### src/aifb_pkg.sv
// constants shared by the audio interrupt flag bank and its pulse generator
// assumes a single clk_sys domain at 125 MHz and a byte-wide register port
package aifb_pkg;

  ////////////////////////////////////////////////////////////////////////////
  // register offsets
  localparam logic [7:0] REG_SPARE_A = 8'h28;
  localparam logic [7:0] REG_SPARE_D = 8'h2b;
  localparam logic [7:0] REG_PB_LATCH = 8'h2c;
  localparam logic [7:0] REG_REC_LATCH = 8'h2d;
  localparam logic [7:0] REG_PB_LIVE = 8'h2e;
  localparam logic [7:0] REG_REC_LIVE = 8'h2f;
  localparam int NUM_SPARE = 4;
  localparam logic [7:0] SPARE_RESET = 8'h00;
  localparam logic [7:0] BYTE_ZERO = 8'h00;

  ////////////////////////////////////////////////////////////////////////////
  // bit positions, shared by the latched and live views except BIT_REC_DC, which only the live record view uses
  localparam int BIT_PB_SHORT = 7;
  localparam int BIT_PB_BUTTON = 5;
  localparam int BIT_PB_HEADSET = 4;
  localparam int BIT_PB_COMP = 3;
  localparam int BIT_PB_STD = 1;
  localparam int BIT_PB_AUX = 0;
  localparam int BIT_REC_NOISE = 6;
  localparam int BIT_REC_STD = 4;
  localparam int BIT_REC_AUX = 3;
  localparam int BIT_REC_DC = 2;

  ////////////////////////////////////////////////////////////////////////////
  // source indices into the sampled source vector
  localparam int SRC_SHORT = 0;
  localparam int SRC_BUTTON = 1;
  localparam int SRC_HEADSET = 2;
  localparam int SRC_COMP = 3;
  localparam int SRC_NOISE_LE = 4;
  localparam int SRC_NOISE_LT = 5;
  localparam int SRC_PB_STD = 6;
  localparam int SRC_PB_AUX = 7;
  localparam int SRC_REC_STD = 8;
  localparam int SRC_REC_AUX = 9;
  localparam int SRC_DC = 10;
  localparam int NUM_SRC = 11;
  localparam int NUM_PIN = 2;

  ////////////////////////////////////////////////////////////////////////////
  // interrupt pin timing
  localparam int CLK_KHZ = 125000;
  localparam int PULSE_MS = 2;
  localparam int PERIOD_MS = 4;
  localparam int PULSE_CYC = PULSE_MS * CLK_KHZ;
  localparam int PERIOD_CYC = PERIOD_MS * CLK_KHZ;

  typedef enum logic [1:0] {
    AIFB_IDLE = 2'b00,
    AIFB_HIGH = 2'b01,
    AIFB_LOW = 2'b11
  } aifb_pulse_state_t;

endpackage

### src/aifb_pulse_gen.sv
// one interrupt pin: single or repeated active-high pulse
// assumes start is a one-cycle pulse and reads are one-cycle strobes
module aifb_pulse_gen #(
  parameter int PULSE_CYCLES = aifb_pkg::PULSE_CYC,
  parameter int PERIOD_CYCLES = aifb_pkg::PERIOD_CYC
) (
  input wire logic clk_sys,
  input wire logic rst_b,
  input wire logic start,
  input wire logic repeat_mode,
  input wire logic rd_playback,
  input wire logic rd_record,
  output logic pin_out
);
  import aifb_pkg::*;

  localparam int CW = $clog2(PERIOD_CYCLES + 1);
  localparam logic [CW-1:0] HIGH_LAST = CW'(PULSE_CYCLES - 1);
  localparam logic [CW-1:0] LOW_LAST = CW'(PERIOD_CYCLES - PULSE_CYCLES - 1);
  localparam logic [CW-1:0] CNT_ZERO = '0;
  localparam logic [CW-1:0] CNT_ONE = CW'(1);

  aifb_pulse_state_t state;
  logic [CW-1:0] cnt;
  logic seen_pb;
  logic seen_rec;
  logic done_reads;

  assign done_reads = seen_pb & seen_rec;

  ////////////////////////////////////////////////////////////////////////////
  // a new event restarts the wait for both latch reads
  always_ff @(posedge clk_sys or negedge rst_b) begin
    if (!rst_b) begin
      seen_pb <= 1'b0;
      seen_rec <= 1'b0;
    end else if (start) begin
      seen_pb <= 1'b0;
      seen_rec <= 1'b0;
    end else begin
      seen_pb <= seen_pb | rd_playback;
      seen_rec <= seen_rec | rd_record;
    end
  end

  ////////////////////////////////////////////////////////////////////////////
  // pulse train control
  always_ff @(posedge clk_sys or negedge rst_b) begin
    if (!rst_b) begin
      state <= AIFB_IDLE;
      cnt <= CNT_ZERO;
    end else begin
      case (state)
        AIFB_IDLE: begin
          cnt <= CNT_ZERO;
          if (start) begin
            state <= AIFB_HIGH;
          end
        end
        AIFB_HIGH: begin
          if (cnt == HIGH_LAST) begin
            cnt <= CNT_ZERO;
            if (repeat_mode && !done_reads) begin
              state <= AIFB_LOW;
            end else begin
              state <= AIFB_IDLE;
            end
          end else begin
            cnt <= cnt + CNT_ONE;
          end
        end
        AIFB_LOW: begin
          if (!repeat_mode || done_reads) begin
            cnt <= CNT_ZERO;
            state <= AIFB_IDLE;
          end else if (cnt == LOW_LAST) begin
            cnt <= CNT_ZERO;
            state <= AIFB_HIGH;
          end else begin
            cnt <= cnt + CNT_ONE;
          end
        end
        default: begin
          cnt <= CNT_ZERO;
          state <= AIFB_IDLE;
        end
      endcase
    end
  end

  always_ff @(posedge clk_sys or negedge rst_b) begin
    if (!rst_b) begin
      pin_out <= 1'b0;
    end else begin
      pin_out <= (state == AIFB_HIGH);
    end
  end

endmodule

### src/aifb_top.sv
// interrupt flag bank: sticky event latches, live status, spare registers
// and the two interrupt pin pulse generators
// assumes all event inputs are synchronous levels on clk_sys; the pin
// triggers arrive already masked by the enable logic outside this block
module aifb_top #(
  parameter int PULSE_CYCLES = aifb_pkg::PULSE_CYC,
  parameter int PERIOD_CYCLES = aifb_pkg::PERIOD_CYC
) (
  input wire logic clk_sys,
  input wire logic rst_b,
  // register port
  input wire logic [7:0] reg_addr,
  input wire logic reg_wr,
  input wire logic [7:0] reg_wdata,
  input wire logic reg_rd,
  output logic [7:0] reg_rdata,
  output logic reg_rvalid,
  // event sources, all levels
  input wire logic short_detect,
  input wire logic button_pressed,
  input wire logic headset_inserted,
  input wire logic comp_power_above,
  input wire logic gain_ctl_at_or_below,
  input wire logic gain_ctl_below,
  input wire logic pb_engine_std_irq,
  input wire logic pb_engine_aux_irq,
  input wire logic rec_engine_std_irq,
  input wire logic rec_engine_aux_irq,
  input wire logic dc_meas_ready,
  // interrupt pin triggers and modes
  input wire logic first_pin_trigger,
  input wire logic first_pin_repeat,
  input wire logic second_pin_trigger,
  input wire logic second_pin_repeat,
  output logic first_interrupt_pin,
  output logic second_interrupt_pin
);
  import aifb_pkg::*;

  ////////////////////////////////////////////////////////////////////////////
  // declarations
  logic [NUM_SRC-1:0] src_raw;
  logic [NUM_SRC-1:0] src_now;
  logic [NUM_SRC-1:0] src_prev;
  logic [NUM_SRC-1:0] src_fire;
  logic [7:0] pb_latch;
  logic [7:0] rec_latch;
  logic [7:0] pb_live;
  logic [7:0] rec_live;
  logic [7:0] pb_set;
  logic [7:0] rec_set;
  logic [7:0] spare [NUM_SPARE];
  logic rd_pb_latch;
  logic rd_rec_latch;
  logic [7:0] next_rdata;
  logic [NUM_PIN-1:0] pin_trig;
  logic [NUM_PIN-1:0] pin_trig_prev;
  logic [NUM_PIN-1:0] pin_rep;
  logic [NUM_PIN-1:0] pin_drive;

  ////////////////////////////////////////////////////////////////////////////
  // gather sources into one vector
  always_comb begin
    src_raw = '0;
    src_raw[SRC_SHORT] = short_detect;
    src_raw[SRC_BUTTON] = button_pressed;
    src_raw[SRC_HEADSET] = headset_inserted;
    src_raw[SRC_COMP] = comp_power_above;
    src_raw[SRC_NOISE_LE] = gain_ctl_at_or_below;
    src_raw[SRC_NOISE_LT] = gain_ctl_below;
    src_raw[SRC_PB_STD] = pb_engine_std_irq;
    src_raw[SRC_PB_AUX] = pb_engine_aux_irq;
    src_raw[SRC_REC_STD] = rec_engine_std_irq;
    src_raw[SRC_REC_AUX] = rec_engine_aux_irq;
    src_raw[SRC_DC] = dc_meas_ready;
  end

  ////////////////////////////////////////////////////////////////////////////
  // sample every source and keep last cycle's value for edge detection
  genvar gi;
  generate
    for (gi = 0; gi < NUM_SRC; gi++) begin : g_src
      always_ff @(posedge clk_sys or negedge rst_b) begin
        if (!rst_b) begin
          src_now[gi] <= 1'b0;
          src_prev[gi] <= 1'b0;
        end else begin
          src_now[gi] <= src_raw[gi];
          src_prev[gi] <= src_now[gi];
        end
      end
      // fire only on a new event
      if (gi == SRC_HEADSET) begin : g_both
        // insertion and removal both count as an event
        assign src_fire[gi] = src_now[gi] ^ src_prev[gi];
      end else begin : g_rise
        // a level that stays high does not re-arm a cleared flag
        assign src_fire[gi] = src_now[gi] & ~src_prev[gi];
      end
    end
  endgenerate

  ////////////////////////////////////////////////////////////////////////////
  // set vectors for the two latched registers
  always_comb begin
    pb_set = BYTE_ZERO;
    pb_set[BIT_PB_SHORT] = src_fire[SRC_SHORT];
    pb_set[BIT_PB_BUTTON] = src_fire[SRC_BUTTON];
    pb_set[BIT_PB_HEADSET] = src_fire[SRC_HEADSET];
    pb_set[BIT_PB_COMP] = src_fire[SRC_COMP];
    pb_set[BIT_PB_STD] = src_fire[SRC_PB_STD];
    pb_set[BIT_PB_AUX] = src_fire[SRC_PB_AUX];
  end

  always_comb begin
    rec_set = BYTE_ZERO;
    // noise threshold latch, at or below
    rec_set[BIT_REC_NOISE] = src_fire[SRC_NOISE_LE];
    rec_set[BIT_REC_STD] = src_fire[SRC_REC_STD];
    rec_set[BIT_REC_AUX] = src_fire[SRC_REC_AUX];
  end

  ////////////////////////////////////////////////////////////////////////////
  // read strobes of the latched registers
  assign rd_pb_latch = reg_rd && (reg_addr == REG_PB_LATCH);
  assign rd_rec_latch = reg_rd && (reg_addr == REG_REC_LATCH);

  ////////////////////////////////////////////////////////////////////////////
  // playback latched flags
  // the read captures the old value into reg_rdata in the same edge that
  // clears, so nothing is reported twice and nothing set later is dropped
  always_ff @(posedge clk_sys or negedge rst_b) begin
    if (!rst_b) begin
      pb_latch <= BYTE_ZERO;
    end else if (rd_pb_latch) begin
      pb_latch <= pb_set;
    end else begin
      pb_latch <= pb_latch | pb_set;
    end
  end

  ////////////////////////////////////////////////////////////////////////////
  // record latched flags
  always_ff @(posedge clk_sys or negedge rst_b) begin
    if (!rst_b) begin
      rec_latch <= BYTE_ZERO;
    end else if (rd_rec_latch) begin
      rec_latch <= rec_set;
    end else begin
      rec_latch <= rec_latch | rec_set;
    end
  end

  ////////////////////////////////////////////////////////////////////////////
  // live playback status, never cleared by a read
  always_comb begin
    pb_live = BYTE_ZERO;
    pb_live[BIT_PB_SHORT] = src_now[SRC_SHORT];
    pb_live[BIT_PB_BUTTON] = src_now[SRC_BUTTON];
    pb_live[BIT_PB_HEADSET] = src_now[SRC_HEADSET];
    pb_live[BIT_PB_COMP] = src_now[SRC_COMP];
    pb_live[BIT_PB_STD] = src_now[SRC_PB_STD];
    pb_live[BIT_PB_AUX] = src_now[SRC_PB_AUX];
  end

  ////////////////////////////////////////////////////////////////////////////
  // live record status
  always_comb begin
    rec_live = BYTE_ZERO;
    rec_live[BIT_REC_NOISE] = src_now[SRC_NOISE_LT];
    rec_live[BIT_REC_STD] = src_now[SRC_REC_STD];
    rec_live[BIT_REC_AUX] = src_now[SRC_REC_AUX];
    rec_live[BIT_REC_DC] = src_now[SRC_DC];
  end

  ////////////////////////////////////////////////////////////////////////////
  // spare registers: plain storage
  // software keeps them at reset contents; the hardware does not
  // police this, it just stores what it is given
  generate
    for (gi = 0; gi < NUM_SPARE; gi++) begin : g_spare
      always_ff @(posedge clk_sys or negedge rst_b) begin
        if (!rst_b) begin
          spare[gi] <= SPARE_RESET;
        end else if (reg_wr && (reg_addr == REG_SPARE_A + 8'(gi))) begin
          spare[gi] <= reg_wdata;
        end
      end
    end
  endgenerate

  ////////////////////////////////////////////////////////////////////////////
  // read mux
  // flag registers have no write path; gaps read zero
  always_comb begin
    next_rdata = BYTE_ZERO;
    if (reg_addr >= REG_SPARE_A && reg_addr <= REG_SPARE_D) begin
      next_rdata = spare[reg_addr[1:0]];
    end else begin
      case (reg_addr)
        REG_PB_LATCH: begin
          next_rdata = pb_latch;
        end
        REG_REC_LATCH: begin
          next_rdata = rec_latch;
        end
        REG_PB_LIVE: begin
          next_rdata = pb_live;
        end
        REG_REC_LIVE: begin
          next_rdata = rec_live;
        end
        default: begin
          next_rdata = BYTE_ZERO;
        end
      endcase
    end
  end

  ////////////////////////////////////////////////////////////////////////////
  // read data and valid, one cycle after the strobe
  always_ff @(posedge clk_sys or negedge rst_b) begin
    if (!rst_b) begin
      reg_rdata <= BYTE_ZERO;
    end else if (reg_rd) begin
      reg_rdata <= next_rdata;
    end
  end

  always_ff @(posedge clk_sys or negedge rst_b) begin
    if (!rst_b) begin
      reg_rvalid <= 1'b0;
    end else begin
      reg_rvalid <= reg_rd;
    end
  end

  ////////////////////////////////////////////////////////////////////////////
  // interrupt pins
  assign pin_trig[0] = first_pin_trigger;
  assign pin_trig[1] = second_pin_trigger;
  assign pin_rep[0] = first_pin_repeat;
  assign pin_rep[1] = second_pin_repeat;

  generate
    for (gi = 0; gi < NUM_PIN; gi++) begin : g_pin
      always_ff @(posedge clk_sys or negedge rst_b) begin
        if (!rst_b) begin
          pin_trig_prev[gi] <= 1'b0;
        end else begin
          pin_trig_prev[gi] <= pin_trig[gi];
        end
      end
      // pulses stop once both latches are read
      aifb_pulse_gen #(
        .PULSE_CYCLES(PULSE_CYCLES),
        .PERIOD_CYCLES(PERIOD_CYCLES)
      ) u_pulse (
        .clk_sys(clk_sys),
        .rst_b(rst_b),
        .start(pin_trig[gi] & ~pin_trig_prev[gi]),
        .repeat_mode(pin_rep[gi]),
        .rd_playback(rd_pb_latch),
        .rd_record(rd_rec_latch),
        .pin_out(pin_drive[gi])
      );
    end
  endgenerate

  assign first_interrupt_pin = pin_drive[0];
  assign second_interrupt_pin = pin_drive[1];

endmodule

### config.mk
export PLATFORM = sky130hd
export DESIGN_NAME = aifb_top
export DESIGN_NICKNAME = d
export VERILOG_FILES = /design/src/aifb_pkg.sv /design/src/aifb_pulse_gen.sv /design/src/aifb_top.sv
export SDC_FILE = /design/constraint.sdc
export NUM_CORES = 1
export LEC_CHECK = 0
export BUFFER_PORTS_ARGS = -buffer_cell sky130_fd_sc_hd__buf_4
export CAP_MARGIN = 15
export CORE_MARGIN = 5
export CORE_UTILIZATION = 25
export CTS_CLUSTER_DIAMETER = 120
export DETAILED_ROUTE_END_ITERATION = 10
export SLEW_MARGIN = 20
export SYNTH_ARGS = -nofsm -noshare
export SYNTH_HDL_FRONTEND = slang
export SYNTH_SLANG_ARGS = --single-unit
### constraint.sdc
create_clock -name clk_sys -period 3.1 [get_ports clk_sys]
set_clock_uncertainty 0.1 [all_clocks]
set_input_delay 0.62 -clock clk_sys [delete_from_list [all_inputs] [get_ports clk_sys]]
set_output_delay 0.62 -clock clk_sys [all_outputs]
set_load 0.01 [all_outputs]
==> impl_metrics.py, run 1 <==
metrics = {
    "outcome": {
        "status": "finished clean",
    },
    "final_layout": {
        "nNetsFinal": 512,
        "syn2layout_area_growth_pct": 22.94,
        "nFillCells": 2131,
        "multiInputGateArea_um2": 2082,
        "insertedDiodeCount": 0,
        "drive_above_1_share_pct": 26.64,
        "ff_latch_area_um2": 3003,
    },
    "floorplanning": {
        "initial_core_util_pct": 25.12,
        "io_pins": 46,
        "std_cell_rows": 53,
        "die_y_um": 154.6,
        "dieArea_um2": 23910,
        "die_width_um": 154.6,
        "fp.coreArea_um2": 20820,
    },
    "yosys": {
        "synth-seq-cells": 120,
        "syn_inst": 424,
        "ys_warn_count": 0,
        "syn-num-nets": 461,
        "avgSynthCellArea_um2": 12.33,
        "synth_fa_ha_area_share_pct": 0.4785,
        "synth_xor_area_share_pct": 5.024,
        "synth_flop_cell": "dfrtp_1",
        "synth-edff-count": 0,
        "synth-simple-area-share_pct": 15.50,
        "async_reset_ff_share_pct": 100.0,
        "synth_top_family_by_area": "simple AND/OR/NAND/NOR gates",
        "netlist-cell-type-count": 52,
        "syn_area_um2": 5230,
        "seq_area_frac_synth_pct": 57.42,
        "synth_compound_area_share_pct": 6.292,
        "synthMuxAreaShare_pct": 12.51,
    },
    "worst_setup_path": {
        "crit_family": "compound AO/OA/AOI/OAI gates",
        "ff2ff_path_depth": 5,
        "cp_slowest_stage_delay_ns": 0.62,
        "r2r-end": "g_pin[0].u_pulse.cnt[3]",
        "cp.required_ns": 3.25,
        "crit_arrival_ns": 2.33,
        "slowest_stage": "o21bai_2",
        "crit_path_end_kind": "register",
        "path_cells": "ha_1 -> nand3_4 -> nand4b_1 -> o21bai_2 -> nor2_1",
        "rr_startpoint": "g_pin[0].u_pulse.cnt[0]",
        "path_max_fanout": 18,
        "crit_buf_inv": 0,
        "crit_path_start_kind": "register",
        "worstSetupPathType": "register to register",
        "ff2ff_setup_slack_ns": 0.92,
    },
    "global_routing": {
        "antenna_found_initial": 0,
        "grt_pass1_wl_um": 19060,
        "grt_pass1_vias": 3603,
        "overflow": 0,
        "grt_max_degree": 47,
        "grt_use_total_pct": 9.965,
    },
    "power_and_ir_drop": {
        "swShare_pct": 21.06,
        "p_total_mw": 3.640,
        "p_comb_share_pct": 4.3,
        "p_leak_nw": 2.879,
        "intPower_mw": 2.873,
        "powerDensity_nw_per_um2": 566.1,
        "switching_power_mw": 0.7664,
        "peakVddDrop_mv": 0.2969,
        "p_seq_share_pct": 44.6,
        "clock_power_share_pct": 51.1,
    },
    "placed_design": {
        "place_congestion": 0.8126,
        "io_buffers": 45,
        "dpl.hpwl_um": 8018,
    },
    "clock_network": {
        "cts_sinks": 120,
        "numCtsBuffers": 17,
        "htree_levels": 4,
        "postCtsSetupRepairBufs": 0,
        "postCtsResizedCells": 0,
        "clockRootBuffer": "clkbuf_16",
        "clk_pin_slew_ns": 0.05,
        "worstSkewPairLatency_ns": 0.40,
        "cts_tree": "built",
        "cts_hold_buf": 0,
        "cts_buffer_depth": 2,
    },
    "detailed_routing": {
        "drt_iter0_drc": 139,
        "firstDrtPassIters": 4,
        "vias": 3457,
        "routed_wl_um": 11350,
        "wl_per_cell_um": 14.87,
        "avgViaCountPerCell": 4.531,
        "ant_nets": 0,
        "route.detailed.drc": 0,
    },
    "timing": {
        "fmax_ghz": 0.4593,
        "setup_viol": 0,
        "rsz0062_at_grt": "false",
        "relSlewSlack_pct": 51.71,
        "setup_tns_ns": 0,
        "fin_crit_ns": 2.177,
        "drv_slew": 0,
        "worst_pin_slew_ns": 0.7222,
        "timing.final.crit_share_pct": 70.23,
        "finalHoldViolCount": 0,
    },
    "worst_hold_path": {
        "hold_class": "input port to asynchronous set/reset pin",
    },
    "run": {
        "max_cap_violations": 0,
    },
}
## placed cells by master (no fill, tap or decap), types with 3 or more instances in the layout
| cell type | synthesis | layout |
|---|---|---|
| a21boi_0 | 3 | 3 |
| a21oi_1 | 9 | 9 |
| a22o_1 | 9 | 9 |
| and4_1 | 3 | 3 |
| buf_4 | 1 | 47 |
| clkbuf_1 | 6 | 4 |
| clkbuf_16 | 0 | 17 |
| clkinv_2 | 0 | 7 |
| dfrtp_1 | 120 | 120 |
| inv_1 | 19 | 19 |
| mux2_2 | 33 | 33 |
| mux2i_1 | 8 | 8 |
| mux4_2 | 9 | 9 |
| nand2_1 | 14 | 14 |
| nand2b_1 | 3 | 3 |
| nand3_1 | 14 | 14 |
| nand4_1 | 13 | 13 |
| nor2_1 | 38 | 38 |
| nor2b_1 | 5 | 5 |
| nor3_1 | 9 | 9 |
| nor4_1 | 8 | 8 |
| o21ai_0 | 12 | 12 |
| o22ai_1 | 3 | 3 |
| or3_1 | 10 | 10 |
| xnor2_1 | 21 | 21 |
| xor2_1 | 9 | 9 |
## Yosys cell counts, types with 5 or more instances
| library cell | n | area share (%) |
|---|---|---|
| nor3_1 | 9 | 0.86 |
| xnor2_1 | 21 | 3.5 |
| buf_2 | 8 | 0.77 |
| o21ai_0 | 12 | 1.1 |
| mux4_2 | 9 | 3.9 |
| inv_1 | 19 | 1.4 |
| dfrtp_1 | 120 | 57 |
| clkbuf_1 | 6 | 0.43 |
| or3_1 | 10 | 1.2 |
| nand4_1 | 13 | 1.6 |
| nor2_1 | 38 | 2.7 |
| nand2_1 | 14 | 1.0 |
| xor2_1 | 9 | 1.5 |
| nor4_1 | 8 | 0.96 |
| mux2i_1 | 8 | 1.5 |
| a22o_1 | 9 | 1.5 |
| nor2b_1 | 5 | 0.60 |
| nand3_1 | 14 | 1.3 |
| mux2_2 | 33 | 7.1 |
| a21oi_1 | 9 | 0.86 |
## power by group through the flow
stage          clock [mW]  combinational [mW]  sequential [mW]
6_report             1.86               0.157             1.62
5_1_grt              1.98               0.177             1.63
4_1_cts              1.91               0.162             1.62
3_5_place_dp            0               0.161             1.65
3_3_place_gp            0               0.155             1.65
2_1_floorplan           0              0.0647             1.64
## final cells by class
cell class	count	share of cell area, %
Tap cell	275	5.351
Sequential cell	120	46.70
Clock buffer	22	7.064
Clock inverter	10	1.596
Multi-Input combinational cell	269	32.38
Timing Repair Buffer	48	5.799
Inverter	19	1.109
## worst max path at each step
stage | slack, ns | to | depth (start not counted) | from
5_1_grt | 0.68 | g_pin[1].u_pulse.cnt[8] | 4 | g_pin[1].u_pulse.cnt[5]
3_5_place_dp | 0.70 | spare[28] | 5 | reg_addr[4]
4_1_cts | 0.89 | g_pin[0].u_pulse.cnt[3] | 5 | g_pin[0].u_pulse.cnt[0]
3_3_place_gp | 0.76 | spare[28] | 5 | reg_addr[4]
2_1_floorplan | 1.00 | reg_rdata[0] | 5 | reg_addr[0]
6_report | 0.92 | g_pin[0].u_pulse.cnt[3] | 5 | g_pin[0].u_pulse.cnt[0]
## flip-flops by register name, summed over array words and instances, names as in the netlist
register	flops
pb_latch	6
src_now	1
g_pin.u_pulse.pin_out	2
src_prev	9
g_pin.u_pulse.state	4
rec_live	4
spare	32
reg_rdata	8
g_pin.u_pulse.seen_rec	2
g_pin.u_pulse.cnt	38
pb_live	6
pin_trig_prev	2
rec_latch	3
reg_rvalid	1
g_pin.u_pulse.seen_pb	2
## layer usage
| layer | global-route usage [%] | routed length [µm] | vias to the layer above | share of wire, % |
|---|---|---|---|---|
| met1 | 13.18 | 5370 | 1755 | 47 |
| met3 | 3.078 | 421 | 13 | 3.7 |
| met2 | 15.70 | 5402 | 65 | 48 |
| met4 | 3.070 | 152 | 0 | 1.3 |
| li1 | - | - | 1624 | - |
| met5 | 0 | 0 | - | 0 |
## cells by family (layout without fill, tap and decap cells)
family,after synthesis,after routing
and+or+nand+nor,139,139
DFF,120,120
muxes,50,50
AOI/OAI and AO/OA,48,48
buffers and inverters,35,99
xor gates and xnor gates,30,30
adders and majority gates,2,2
## stage by stage
step	instances	worst slack (ns)	utilization, %	hold slack (ns)	instance area, µm²
2_1_floorplan	424	1.004	-	0.2244	5230
5_1_grt	763	0.6764	30.88	0.05898	6430
3_5_place_dp	731	0.6990	28.21	0.2867	5873
6_report	763	0.9229	30.88	0.04436	6430
3_3_place_gp	731	0.7620	28.21	0.2814	5873
4_1_cts	763	0.8875	30.88	0.04889	6430
## worst register-to-register path, stage by stage (launching register included)
cell and delay (ns):
dfrtp_1 0.42, ha_1 0.27, nand3_4 0.16, nand4b_1 0.35, o21bai_2 0.62, nor2_1 0.12
Power figures use the tool's default switching activity.
==> inputs of run 2 (changes only) <==
--- a/config.mk
+++ b/config.mk
@@ -5,6 +5,7 @@
 export SDC_FILE = /design/constraint.sdc
 export NUM_CORES = 1
 export LEC_CHECK = 0
+export ABC_AREA = 1
 export BUFFER_PORTS_ARGS = -buffer_cell sky130_fd_sc_hd__buf_4
 export CAP_MARGIN = 15
 export CORE_MARGIN = 5
==> constraint.sdc (replaced) <==
create_clock -name clk_sys -period 2.16 [get_ports clk_sys]
set_clock_uncertainty 0.1 [all_clocks]
set_input_delay 0.432 -clock clk_sys [delete_from_list [all_inputs] [get_ports clk_sys]]
set_output_delay 0.432 -clock clk_sys [all_outputs]
set_load 0.01 [all_outputs]
==> impl_metrics.py, run 2 <==
metrics = {
    "timing": {
        "worst_pin_slew_ns": 0.6041,
        "fmax_ghz": 0.5743,
        "setup_tns_ns": 0,
        "relSlewSlack_pct": 59.73,
        "finalHoldViolCount": 0,
        "fin_ws_ns": 0.4189,
        "drv_slew": 0,
        "timing.final.crit_share_pct": 80.61,
        "rsz0062_at_grt": "false",
        "fin_crit_ns": 1.741,
        "setup_viol": 0,
    },
    "floorplanning": {
        "dieArea_um2": 25600,
        "die_width_um": 160.0,
        "fp.coreArea_um2": 21960,
        "io_pins": 46,
        "initial_core_util_pct": 25.62,
        "die_y_um": 160.0,
        "std_cell_rows": 54,
    },
    "yosys": {
        "synth_flop_cell": "dfrtp_1",
        "synth-edff-count": 0,
        "synth.top_cells.by_area": "dfrtp_1 53%, nand2_1 15%, inv_1 5.6%, nor2_1 5.6%, nand3_1 4.2%",
        "syn_area_um2": 5625,
        "netlist-cell-type-count": 38,
        "async_reset_ff_share_pct": 100.0,
        "seq_area_frac_synth_pct": 53.38,
        "ys_warn_count": 0,
        "yosysMostFrequentCell": "nand2_1",
        "avgSynthCellArea_um2": 8.106,
        "synth_top_area_share_pct": 53.38,
        "synth_largest_area_cell": "dfrtp_1",
        "syn_inst": 694,
        "netlist_top_cells_count": "219 x nand2_1, 120 x dfrtp_1, 84 x inv_1, 84 x nor2_1, 47 x nand3_1",
        "synth-seq-cells": 120,
        "syn-num-nets": 731,
    },
    "worst_setup_path": {
        "crit_path_start_kind": "register",
        "path_max_fanout": 12,
        "slowest_stage": "dfrtp_1",
        "crit_arrival_ns": 1.94,
        "path_cells": "ha_1 -> nand3_1 -> inv_1 -> nand3_1 -> nor2_2 -> nor2_4 -> inv_2 -> nand2_1",
        "worstSetupPathType": "register to register",
        "crit_top_cell": "nand3_1",
        "cp_slowest_stage_delay_ns": 0.36,
        "cp.required_ns": 2.36,
        "crit_path_end_kind": "register",
    },
    "final_layout": {
        "top_register": "g_pin.u_pulse.cnt",
        "nFillCells": 2261,
        "nNetsFinal": 792,
        "utilization_pct": 31.65,
        "drive_above_1_share_pct": 14.97,
        "final_common_cell": "nand2_1",
        "largest_reg_flops": 38,
        "top_regs": "g_pin.u_pulse.cnt: 38 flops, spare: 32 flops, src_prev: 9 flops",
        "ff_latch_area_um2": 3003,
        "insertedDiodeCount": 0,
        "layout.cells.most_common_list": "219 x nand2_1, 120 x dfrtp_1, 84 x inv_1, 84 x nor2_1, 51 x buf_4",
        "multiInputGateArea_um2": 2195,
        "syn2layout_area_growth_pct": 23.55,
    },
    "detailed_routing": {
        "route.detailed.drc": 0,
        "wl_met2_um": 5703,
        "wl_met1_um": 5862,
        "drt_iter0_drc": 265,
        "avgViaCountPerCell": 4.205,
        "routed_wl_um": 12350,
        "ant_nets": 0,
        "dr.max_layer_used": "met5",
        "wl_met3_um": 589,
        "wl_per_cell_um": 11.78,
        "firstDrtPassIters": 4,
        "vias": 4407,
    },
    "placed_design": {
        "dp_worst_setup_slack_ns": 0.1911,
        "dpl.hpwl_um": 9001,
        "io_buffers": 45,
        "place_congestion": 0.8053,
    },
    "clock_network": {
        "cts_buffer_depth": 2,
        "clk_pin_slew_ns": 0.06,
        "htree_levels": 4,
        "postCtsResizedCells": 0,
        "cts_hold_buf": 1,
        "numCtsBuffers": 17,
        "clockRootBuffer": "clkbuf_16",
        "cts_tree": "built",
        "worstSkewPairLatency_ns": 0.42,
        "cts_sinks": 120,
        "postCtsSetupRepairBufs": 0,
    },
    "power_and_ir_drop": {
        "p_total_mw": 6.169,
        "peakVddDrop_mv": 0.5263,
        "p_leak_nw": 3.400,
        "powerDensity_nw_per_um2": 887.6,
    },
    "global_routing": {
        "antenna_found_initial": 1,
        "grt_use_total_pct": 10.17,
        "grt_pass1_wl_um": 21160,
        "grt_pass1_vias": 4302,
        "grt_max_degree": 43,
        "overflow": 0,
    },
    "run": {
        "max_cap_violations": 0,
    },
    "worst_hold_path": {
        "hold_class": "input port to register",
    },
    "outcome": {
        "status": "finished clean",
    },
}
## run 2: area by class of cell
type | count | share of cell area (%)
Multi-Input combinational cell | 471 | 31.58
Inverter | 89 | 4.806
Clock inverter | 12 | 2.142
Timing Repair Buffer | 56 | 6.661
Sequential cell | 120 | 43.20
Tap cell | 280 | 5.041
Clock buffer | 20 | 6.571
## run 2: path summary, 6_finish.rpt
check	to	start	slack, ns	depth (start not counted)
worst max-delay path	g_pin[1].u_pulse.state[0]	g_pin[1].u_pulse.cnt[0]	0.42	8
worst min-delay path	rec_live[6]	gain_ctl_below	0.02	1
worst max register to register	g_pin[1].u_pulse.state[0]	g_pin[1].u_pulse.cnt[0]	0.42	8
worst min register to register	src_prev[4]	src_now[4]	0.28	0
max in group asynchronous	g_pin[0].u_pulse.cnt[7]	rst_b	0.93	3
min in group asynchronous	src_now[4]	rst_b	0.46	2
## run 2: worst max-delay path, delay by kind of cell (launching register included)
kind	cells	cell delay (ns)
buf+inv	2	0.30
simple gates	5	0.60
fa+ha+maj	1	0.26
flops	1	0.36
## run 2: kinds of logic (layout without fill, tap and decap cells)
group	count (synthesis)	in the layout	synth area share [%]
compound gates	65	65	6.317
xor+xnor	12	12	1.868
fa+ha+maj	2	2	0.4448
buf+inv	103	177	7.607
flops	120	120	53.38
simple gates	392	392	30.38
## run 2: metrics by stage
step	instances	cell area [µm²]	hold slack (ns)
after floorplan	694	5625	0.03641
after global placement	1014	6325	0.2612
after detailed placement	1014	6325	0.2670
after CTS	1047	6940	0.001247
after global routing	1048	6950	0.002377
final	1048	6950	0.01974
## run 2: power by group
group / switching, mW / total (mW) / internal (mW)
sequential: 0.176 / 2.62 / 2.44
clock: 1.01 / 2.87 / 1.87
combinational: 0.396 / 0.679 / 0.283
## run 2: routing by layer
layer / vias to the layer above / track usage [%]
met5: - / 0
met4: 2 / 3.637
met3: 18 / 3.067
met2: 82 / 16.01
met1: 2013 / 13.29
li1: 2292 / -
==> inputs of run 3 (changes only) <==
--- a/config.mk
+++ b/config.mk
@@ -5,7 +5,7 @@
 export SDC_FILE = /design/constraint.sdc
 export NUM_CORES = 1
 export LEC_CHECK = 0
-export ABC_AREA = 1
+export ABC_AREA = 0
 export BUFFER_PORTS_ARGS = -buffer_cell sky130_fd_sc_hd__buf_4
 export CAP_MARGIN = 15
 export CORE_MARGIN = 5
==> constraint.sdc (replaced) <==
create_clock -name clk_sys -period 1.5 [get_ports clk_sys]
set_clock_uncertainty 0.1 [all_clocks]
set_input_delay 0.3 -clock clk_sys [delete_from_list [all_inputs] [get_ports clk_sys]]
set_output_delay 0.3 -clock clk_sys [all_outputs]
set_load 0.01 [all_outputs]
==> impl_metrics.py, run 3 (same netlist as run 1, synthesis figures left out) <==
metrics = {
    "run": {
        "max_cap_violations": 0,
    },
    "clock_network": {
        "cts_buffer_depth": 2,
        "numCtsBuffers": 17,
        "clk_pin_slew_ns": 0.05,
        "worstSkewPairLatency_ns": 0.42,
        "cts_sinks": 120,
        "htree_levels": 4,
        "clockRootBuffer": "clkbuf_16",
        "cts_tree": "built",
    },
    "power_and_ir_drop": {
        "switching_power_mw": 1.666,
        "p_comb_share_pct": 5.1,
        "p_leak_nw": 3.353,
        "p_seq_share_pct": 43.5,
        "swShare_pct": 21.60,
        "clock_power_share_pct": 51.3,
        "intPower_mw": 6.046,
        "powerDensity_nw_per_um2": 1038,
        "peakVddDrop_mv": 0.4552,
    },
    "detailed_routing": {
        "route.detailed.drc": 0,
        "firstDrtPassIters": 4,
        "vias": 3846,
        "wl_per_cell_um": 14.58,
        "routed_wl_um": 12520,
        "drt_iter0_drc": 206,
        "ant_nets": 0,
        "avgViaCountPerCell": 4.477,
    },
    "timing": {
        "hold-worst-slack_ns": 0.05408,
        "drv_slew": 0,
        "setup_viol": 42,
        "timing.final.crit_share_pct": 121.3,
        "worst_pin_slew_ns": 0.3586,
        "finalHoldViolCount": 0,
        "setup_tns_ns": -8.695,
        "relSlewSlack_pct": 75.91,
        "rsz0062_at_grt": "true",
        "fin_crit_ns": 1.820,
        "fin_ws_ns": -0.3200,
        "fmax_ghz": 0.5494,
    },
    "final_layout": {
        "layout.cells.most_common_list": "121 x buf_4, 113 x dfrtp_1, 37 x nor2_1, 33 x mux2_2, 21 x xnor2_1",
        "largest_reg_flops": 38,
        "insertedDiodeCount": 0,
        "drive_above_1_share_pct": 41.10,
        "fin_area_um2": 7431,
        "syn2layout_area_growth_pct": 42.08,
        "final_common_cell": "buf_4",
        "top_regs": "g_pin.u_pulse.cnt: 38 flops, spare: 32 flops, src_prev: 9 flops",
        "nNetsFinal": 609,
        "final_cells": 859,
        "top_register": "g_pin.u_pulse.cnt",
    },
    "outcome": {
        "status": "finished with violations",
        "violations": "negative setup slack",
    },
    "global_routing": {
        "grt_pass1_wl_um": 21080,
        "grt_use_total_pct": 11.05,
        "overflow": 0,
        "grt_max_degree": 37,
        "antenna_found_initial": 0,
        "grt_pass1_vias": 4236,
    },
    "worst_setup_path": {
        "cp.required_ns": 1.70,
        "ff2ff_setup_slack_ns": -0.32,
        "path_cells": "nor4b_4 -> nand4_1 -> o211ai_2 -> clkbuf_16 -> nor2_1",
        "ff2ff_path_depth": 5,
        "slowest_stage": "dfrtp_2",
        "crit_arrival_ns": 2.02,
        "r2r-end": "g_pin[1].u_pulse.cnt[9]",
        "rr_startpoint": "g_pin[1].u_pulse.cnt[4]",
        "cp_slowest_stage_delay_ns": 0.43,
        "cp-startpoint": "g_pin[1].u_pulse.cnt[4]",
        "crit_path_end_kind": "register",
        "endpoint": "g_pin[1].u_pulse.cnt[9]",
        "worstSetupPathType": "register to register",
        "path_max_fanout": 9,
        "crit_path_start_kind": "register",
    },
    "placed_design": {
        "dpl_cell_area_um2": 6489,
        "dpl.hpwl_um": 8956,
        "place_inst": 800,
        "place_congestion": 0.8339,
        "io_buffers": 45,
    },
    "floorplanning": {
        "initial_core_util_pct": 25.12,
        "io_pins": 46,
        "die_width_um": 154.6,
        "fp.coreArea_um2": 20820,
        "die_y_um": 154.6,
        "std_cell_rows": 53,
        "dieArea_um2": 23910,
    },
    "worst_hold_path": {
        "hold_class": "input port to register",
    },
}
[run 3: cell count changes in the layout (fill, tap and decap cells not counted), sizes merged, moves of 17 or more]
cell | before | now
nand2 | 222 | 14
buf | 54 | 130
nand3 | 52 | 15
inv | 90 | 20
mux2 | 0 | 33
o21ai | 44 | 12
nor2 | 98 | 39
xnor2 | 4 | 21
[run 3: cell type report]
| class | count | area, µm² |
|---|---|---|
| Clock inverter | 11 | 123.9 |
| Sequential cell | 120 | 3012 |
| Clock buffer | 20 | 456.7 |
| Timing Repair Buffer | 145 | 1219 |
| Inverter | 19 | 71.32 |
| Multi-Input combinational cell | 269 | 2205 |
| Tap cell | 275 | 344.1 |
| Fill cell | 2051 | 13390 |
[run 3: power by group through the flow]
stage	combinational, mW	clock [mW]	sequential, mW
finish	0.396	3.96	3.36
global route	0.439	4.21	3.36
CTS	0.401	4.07	3.36
detailed placement	0.368	0	3.41
global placement	0.357	0	3.41
floorplan	0.141	0	3.40
[run 3: worst max-delay path: cells and delay by family, from the launching register on]
| kind | cells | cell delay [ns] |
|---|---|---|
| AND/OR/NAND/NOR | 3 | 0.57 |
| flip-flops | 1 | 0.43 |
| buffers and inverters | 1 | 0.23 |
| AO/OA/AOI/OAI | 1 | 0.38 |
[run 3: stage by stage]
| stage | setup slack [ns] | util (%) | power [mW] |
|---|---|---|---|
| after floorplan | -0.2582 | - | 3.539 |
| after global placement | -0.4806 | 31.16 | 3.765 |
| after detailed placement | -0.5193 | 31.16 | 3.780 |
| after CTS | -0.2863 | 34.98 | 7.829 |
| after global routing | -0.3801 | 35.69 | 8.007 |
| final | -0.3200 | 35.69 | 7.712 |
[run 3: worst min-delay path by stage]
stage / start / to / cells past startpoint / slack, ns
after floorplan: rst_b / g_pin[0].u_pulse.cnt[0] / 0 / -0.1
after global routing: reg_wdata[6] / spare[6] / 2 / 0.04
after detailed placement: rst_b / reg_rdata[7] / 1 / 0.11
after CTS: reg_wdata[3] / spare[11] / 2 / 0.04
final: reg_wdata[3] / spare[11] / 2 / 0.05
after global placement: rst_b / reg_rdata[7] / 1 / 0.12
[run 3: layer usage]
layer	wire, µm	global-route usage, %
met1	5412	13.66
met2	6331	18.43
met3	625	3.497
met4	155	3.490
met5	0	0
[run 3: what timing repair did]
action	in CTS	in global routing
setup endpoints to repair	63	59
resized for setup	14	14
hold buffers	14	0
pin swaps	6	19
gates cloned	0	1
hold endpoints to repair	86	0
setup buffers	4	9
